### config.mk
export PLATFORM = sky130hd
export DESIGN_NAME = carry_branch_and_bit_clear_exec
export DESIGN_NICKNAME = d
export VERILOG_FILES = /design/src/design/exec_pkg.sv /design/src/design/bank_address_gen.sv /design/src/design/carry_branch_and_bit_clear_exec.sv
export SDC_FILE = /design/constraint.sdc
export NUM_CORES = 1
export LEC_CHECK = 0
export ABC_AREA = 1
export BUFFER_PORTS_ARGS = -buffer_cell sky130_fd_sc_hd__buf_2
export CORE_AREA = 8 8 124 126
export CTS_CLUSTER_SIZE = 30
export DETAILED_ROUTE_END_ITERATION = 10
export DIE_AREA = 0 0 132 134
export PLACE_DENSITY = 0.8
export REMOVE_ABC_BUFFERS = 1
export SKIP_LAST_GASP = 1
export SYNTH_ARGS = -nofsm -noshare
export SYNTH_HDL_FRONTEND = slang
export SYNTH_SLANG_ARGS = --single-unit
export TNS_END_PERCENT = 30
### constraint.sdc
create_clock -name ref_clk_i -period 2.4 [get_ports ref_clk_i]
set_clock_uncertainty 0.1 [all_clocks]
set_input_delay 0.12 -clock ref_clk_i [delete_from_list [all_inputs] [get_ports ref_clk_i]]
set_output_delay 0.12 -clock ref_clk_i [all_outputs]
set_load 0.05 [all_outputs]
### src/design/exec_pkg.sv
package exec_pkg;
  // Instruction opcode fields
  localparam logic [7:0] OPC_BRANCH_CARRY = 8'he2;
  localparam logic [3:0] OPC_BIT_CLEAR = 4'h9;
  localparam int OPC_BYTE_MSB = 15;
  localparam int OPC_NIB_MSB = 15;
  localparam int BIT_IDX_MSB = 11;
  localparam int BIT_IDX_LSB = 9;
  localparam int ACCESS_BIT_POS = 8;
  localparam int FILE_ADDR_MSB = 7;
  // Indexed literal offset window limit (95)
  localparam logic [7:0] INDEXED_LIMIT = 8'h5f;
  // Access bank split: low part is RAM, upper part is special registers
  localparam logic [7:0] ACCESS_SPLIT = 8'h60;
  localparam logic [5:0] ACCESS_HIGH_BANK = 6'h3f;
  // Reset values
  localparam logic [20:0] PC_RESET = 21'h000000;
  localparam logic [1:0] QPHASE_RESET = 2'h0;
  // Quarter phases
  typedef enum logic [1:0] {Q1, Q2, Q3, Q4} qphase_t;
  typedef enum {EXEC_RUN, EXEC_FLUSH} exec_state_t;
endpackage

### src/design/bank_address_gen.sv
`timescale 1ns/1ps
module bank_address_gen
  import exec_pkg::*;
(
  input wire logic [7:0] file_addr_i,
  input wire logic access_bit_i,
  input wire logic [5:0] bank_select_register_i,
  input wire logic ext_set_enable_i,
  input wire logic [13:0] index_base_i,
  output logic [13:0] data_addr_o,
  output logic indexed_o
);
  // Full 14-bit data address from the 8-bit field
  always_comb
  begin
    indexed_o = 1'b0;
    if (access_bit_i)
      data_addr_o = {bank_select_register_i, file_addr_i};
    else if (ext_set_enable_i && (file_addr_i <= INDEXED_LIMIT))
    begin
      // Offset is added to the index pointer, wraps within data space
      data_addr_o = index_base_i + {6'h00, file_addr_i};
      indexed_o = 1'b1;
    end
    else if (file_addr_i < ACCESS_SPLIT)
      data_addr_o = {6'h00, file_addr_i};
    else
      data_addr_o = {ACCESS_HIGH_BANK, file_addr_i};
  end
endmodule

### src/design/carry_branch_and_bit_clear_exec.sv
`timescale 1ns/1ps
module carry_branch_and_bit_clear_exec
  import exec_pkg::*;
(
  input wire logic ref_clk_i,
  input wire logic resetn_i,
  input wire logic [15:0] instr_i,
  input wire logic carry_i,
  input wire logic [5:0] bank_select_register_i,
  input wire logic ext_set_enable_i,
  input wire logic [13:0] index_base_i,
  input wire logic [7:0] mem_rdata_i,
  output logic [1:0] qphase_o,
  output logic [20:0] pc_o,
  output logic pc_load_o,
  output logic flush_o,
  output logic [13:0] mem_addr_o,
  output logic mem_rd_o,
  output logic mem_wr_o,
  output logic [7:0] mem_wdata_o,
  output logic indexed_o
);
  // Instruction field decode; used for both opcode checks
  function automatic logic is_branch_carry(input logic [15:0] w);
    is_branch_carry = (w[OPC_BYTE_MSB -: 8] == OPC_BRANCH_CARRY);
  endfunction

  function automatic logic is_bit_clear(input logic [15:0] w);
    is_bit_clear = (w[OPC_NIB_MSB -: 4] == OPC_BIT_CLEAR);
  endfunction

  qphase_t q_reg, q_next;
  exec_state_t state_reg, state_next;
  logic [15:0] ir_reg, ir_next;
  logic [20:0] pc_reg, pc_next;
  logic [20:0] target_reg, target_next;
  logic [7:0] data_reg, data_next;
  logic [13:0] addr_reg, addr_next;
  logic idx_reg, idx_next;
  logic pc_load_reg, pc_load_next;
  logic rd_reg, rd_next;
  logic wr_reg, wr_next;
  logic flush_reg, flush_next;
  logic [13:0] addr_comb;
  logic idx_comb;
  logic [2:0] bit_sel;

  assign bit_sel = ir_reg[BIT_IDX_MSB:BIT_IDX_LSB];

  // Bank routing lives in its own module so other byte ops can share it
  // Fed from the raw word, so no loop closes through the next-state logic
  bank_address_gen u_bank (
    .file_addr_i(instr_i[FILE_ADDR_MSB:0]),
    .access_bit_i(instr_i[ACCESS_BIT_POS]),
    .bank_select_register_i(bank_select_register_i),
    .ext_set_enable_i(ext_set_enable_i),
    .index_base_i(index_base_i),
    .data_addr_o(addr_comb),
    .indexed_o(idx_comb)
  );

  // Quarter-phase counter; four edges make one instruction cycle
  always_comb
  begin
    case (q_reg)
      Q1: q_next = Q2;
      Q2: q_next = Q3;
      Q3: q_next = Q4;
      Q4: q_next = Q1;
      default: q_next = Q1; // Recover from a corrupted phase
    endcase
  end

  // Phase register; reset parks it in Q1 so the first fetch is 4 edges on
  always_ff @(posedge ref_clk_i or negedge resetn_i)
  begin
    if (!resetn_i)
    begin
      q_reg <= qphase_t'(QPHASE_RESET);
    end
    else
    begin
      q_reg <= q_next;
    end
  end

  // Flush flag kept in its own flop so the pin sees no decode after it
  always_comb
  begin
    flush_next = (state_next == EXEC_FLUSH);
  end

  // Flush register, cleared with the rest of the core
  always_ff @(posedge ref_clk_i or negedge resetn_i)
  begin
    if (!resetn_i)
    begin
      flush_reg <= 1'b0;
    end
    else
    begin
      flush_reg <= flush_next;
    end
  end

  // Quarter-cycle instruction execution
  always_comb
  begin
    state_next = state_reg;
    ir_next = ir_reg;
    pc_next = pc_reg;
    target_next = target_reg;
    data_next = data_reg;
    addr_next = addr_reg;
    idx_next = idx_reg;
    pc_load_next = 1'b0;
    rd_next = 1'b0;
    wr_next = 1'b0;
    case (q_reg)
      Q4:
      begin
        // Latch next word at the boundary; a flush cycle discards it
        if (state_reg == EXEC_RUN)
        begin
          ir_next = instr_i;
          pc_next = pc_reg + 21'h000002; // Fetch advances PC
          if (is_bit_clear(instr_i))
          begin
            addr_next = addr_comb;
            idx_next = idx_comb;
          end
        end
        else
          ir_next = 16'h0000;
      end
      Q1:
      begin
        // Decode; the read strobe lands in Q2
        if (state_reg == EXEC_RUN && is_bit_clear(ir_reg))
          rd_next = 1'b1;
      end
      Q2:
      begin
        if (state_reg == EXEC_RUN && is_bit_clear(ir_reg))
          data_next = mem_rdata_i;
        if (state_reg == EXEC_RUN && is_branch_carry(ir_reg))
          target_next = pc_reg +
            {{12{ir_reg[7]}}, ir_reg[7:0], 1'b0};
      end
      Q3:
      begin
        if (state_reg == EXEC_FLUSH)
          state_next = EXEC_RUN; // Idle cycle done
        else if (is_bit_clear(ir_reg))
        begin
          data_next[bit_sel] = 1'b0;
          wr_next = 1'b1;
        end
        else if (is_branch_carry(ir_reg) && carry_i)
        begin
          pc_next = target_reg;
          pc_load_next = 1'b1;
          state_next = EXEC_FLUSH;
        end
        // Carry clear: Q3 does nothing, PC stays sequential
      end
      default:
      begin
        pc_load_next = 1'b0;
      end
    endcase
  end

  // Register stage; status flags are never written here
  always_ff @(posedge ref_clk_i or negedge resetn_i)
  begin
    if (!resetn_i)
    begin
      state_reg <= EXEC_RUN;
      ir_reg <= 16'h0000;
      pc_reg <= PC_RESET;
      target_reg <= PC_RESET;
      data_reg <= 8'h00;
      addr_reg <= 14'h0000;
      idx_reg <= 1'b0;
      pc_load_reg <= 1'b0;
      rd_reg <= 1'b0;
      wr_reg <= 1'b0;
    end
    else
    begin
      state_reg <= state_next;
      ir_reg <= ir_next;
      pc_reg <= pc_next;
      target_reg <= target_next;
      data_reg <= data_next;
      addr_reg <= addr_next;
      idx_reg <= idx_next;
      pc_load_reg <= pc_load_next;
      rd_reg <= rd_next;
      wr_reg <= wr_next;
    end
  end

  // Outputs straight from flip-flops
  assign qphase_o = q_reg;
  assign pc_o = pc_reg;
  assign pc_load_o = pc_load_reg;
  assign flush_o = flush_reg;
  assign mem_addr_o = addr_reg;
  assign mem_rd_o = rd_reg;
  assign mem_wr_o = wr_reg;
  assign mem_wdata_o = data_reg;
  assign indexed_o = idx_reg;
endmodule

==> summary.txt <==
Clocking
  – Root Buffer: clkbuf_16
  – Clock tree buffer depth: 2
  – CTS buffer count: 17
  – Worst-Skew Late Latency: 0.42 ns
  – CTS Sinks: 119
  – H-tree levels: 4
  – CTS tree: built
  – Clock-pin slew on the worst setup and hold paths: 0.06 ns

Timing
  – Unrepaired setup endpoints after global routing: yes
  – Crit path time final: 2.30 ns
  – Fin crit share: 95.6%
  – Max-slew violations: 0
  – Setup TNS: 0 ns
  – Peak Freq: 436 MHz
  – Hold Vio Cnt, Final: 0
  – Number of setup violations in the final report: 0
  – Least-Margin Pin Slew: 0.601 ns
  – Worst slew margin: 59.9%

Critical path
  – Slowest stage delay, CP: 0.56 ns
  – WP data arrival: 2.51 ns
  – Critical path, cell by cell: dlygate4sd3_1 -> buf_2 -> ha_2 -> nand2_1 -> nor2_1 -> nand2_1 -> nand3_2 -> nand2_1 -> nand2_1 -> nand2_1 -> nand3_1 -> nand2_1 -> dlygate4sd3_1 -> nand2_1 -> nand2_1
  – CP dominant cell by count: nand2_1
  – CP max-delay cell: dlygate4sd3_1
  – Critical path launch point type: input port
  – R2R depth: 9
  – Element type at the critical path end: register
  – WS Path Type: in2reg
  – Critical Path RT: 2.61 ns
  – Crit path max fanout: 5

Outcome
  – Status: completed

Synth
  – Synth area leader: dfrtp_1
  – Yosys reg bits: 119
  – Syn Inst Count: 1133
  – Predominant post-synthesis flop cell: dfrtp_1
  – Synth Area per Inst: 6.84 um2
  – Yosys warning total: 0
  – Yosys cell types: 40
  – Mapped Area: 0.00775 mm2
  – Sequential area share after synthesis: 38.4%
  – Top post-synthesis cells by count: nand2_1, inv_1, nor2_1, dfrtp_1, nand3_1
  – Ys async rst share: 100%
  – Leading post-synthesis cells by cell area: dfrtp_1, nand2_1, inv_1
  – Post-synth EDFFs: 0
  – Most common cell in the netlist: nand2_1
  – Top cell type's share of synthesized area: 38.4%

Placement
  – PortBufs: 97
  – Post-DP HPWL: 15.6 mm
  – GPL Wtd Cong: 0.963

Cells and area
  – Fin nets: 1373
  – Area Overhead vs Synth: 22.9%
  – Layout cell share with drive strength beyond 1: 15.2%
  – # diodes: 0
  – Max reg flops: 32

Power and ir drop
  – PD cells: 665 mW/mm2
  – Post-route total power: 6.33 mW
  – Leak: 5.28 nW
  – Worst vdd ir: 415 uV

Job
  – Max_cap viols: 0

Min path
  – Path type of the worst min-delay path: in2reg
  – WHS Path Cells: 6

Global routing
  – Total global routing overflow: 0
  – Largest net degree at the start of global routing: 59
  – Initial antenna violation count: 0
  – Total track usage: 24.5%
  – Wire length of the first global-routing pass: 35.7 mm
  – Vias in the first global route: 7650

Drt
  – DRC violations left: 0
  – Routed wire length: 21.7 mm
  – Vias per cell: 5.32
  – Routed len/inst: 14.6 um
  – Antenna-violating nets left: 0
  – Total number of vias: 7887
  – 1st-pass router iterations: 8
  – Number of DRC markers in iteration 0: 574

Floorplan
  – I/O pin cnt: 98
  – Core region area: 0.0135 mm2
  – Number of core rows: 43
  – Die Wd: 132 um
  – Starting density of the core: 57.4%
  – Die Span Y: 134 um
  – DIE AREA: 0.0177 mm2
==> path summary, 6_finish.rpt <==
path / startpoint / slack (ns) / end
setup / recovery: instr_i[3] / 0.10 / mem_addr_o[13]$_DFFE_PN0P_
hold / removal: index_base_i[11] / 0.04 / mem_addr_o[11]$_DFFE_PN0P_
max in group asynchronous: resetn_i / 1.33 / target_reg[15]$_DFFE_PN0P_
setup reg to reg: ir_reg[7]$_DFFE_PN0P_ / 0.18 / target_reg[16]$_DFFE_PN0P_
hold reg to reg: target_reg[0]$_DFFE_PN0P_ / 0.38 / target_reg[0]$_DFFE_PN0P_
min in group asynchronous: resetn_i / 0.14 / mem_wdata_o[0]$_DFFE_PN0P_
==> per-stage QoR <==
stage | hold slack (ns) | setup slack [ns] | std cells | util [%] | cell area [um2]
3_5_place_dp | 0.0561 | 0.255 | 1416 | 63.2 | 8540
3_3_place_gp | 0.0552 | 0.281 | 1416 | 63.2 | 8540
4_1_cts | 0.0276 | 0.0285 | 1482 | 70.2 | 9480
2_1_floorplan | -0.276 | -0.649 | 1112 | - | 7610
5_1_grt | 0.0836 | -0.0889 | 1482 | 70.5 | 9520
6_report | 0.0433 | 0.105 | 1482 | 70.5 | 9520
==> routing by layer <==
metal / global-route usage, % / part of all wire (%)
met5: 0 / 0
met4: 10.5 / 3.3
met3: 5.98 / 7.5
met2: 41.0 / 48
met1: 29.6 / 41
==> repair_timing <==
item	4_1_cts	5_1_grt
resized for setup	0	9
buffers inserted	0	0
endpoints found under the hold margin	76	0
hold buffers	35	0
endpoints found under the setup margin	0	22
==> power breakdown <==
part	switching [mW]	internal, mW
clock network	0.940	1.60
registers	0.132	2.14
logic	1.04	0.481
==> cell usage in the layout, fill, tap and decap left out, types with 4 or more instances in the layout <==
cell             n
nand2_1        422
inv_1          141
nor2_1         125
dfrtp_1        119
nand3_1         98
buf_2           96
o21ai_0         43
dlygate4sd3_1   35
buf_4           27
ha_1            26
nand4_1         20
clkbuf_16       17
a21oi_1         14
xnor2_1         13
nor3_1          10
nor2_2           9
nand3b_1         9
nand2_2          7
or2_2            6
nand3_2          5
o21ai_1          5
o31ai_1          5
ha_2             5
xor2_1           4
clkinv_2         4
clkinvlp_4       4
==> cell families (layout without fill, tap and decap cells) <==
group / after synthesis / count (layout) / share of synthesized area [%]
AOI/OAI and AO/OA: 76 / 76 / 5.33
DFF: 119 / 119 / 38.4
xor gates and xnor gates: 17 / 17 / 1.92
buffers and inverters: 166 / 335 / 8.85
and+or+nand+nor: 720 / 720 / 39.6
adders and majority gates: 35 / 35 / 5.85
==> layout make-up <==
type,count,area (um2)
clock inverters,11,123
multi-input cells,848,4130
well taps,180,225
clock buffers,20,467
fillers,1142,3980
flip-flops and latches,119,2980
repair buffers,159,1050
inverters,145,546
==> critical path: cells and delay by family <==
| family | cells | cell delay [ns] |
|---|---|---|
| fa+ha+maj | 1 | 0.36 |
| buf+inv | 3 | 1.24 |
| simple gates | 11 | 0.78 |
(Power assumes the default switching activity.)
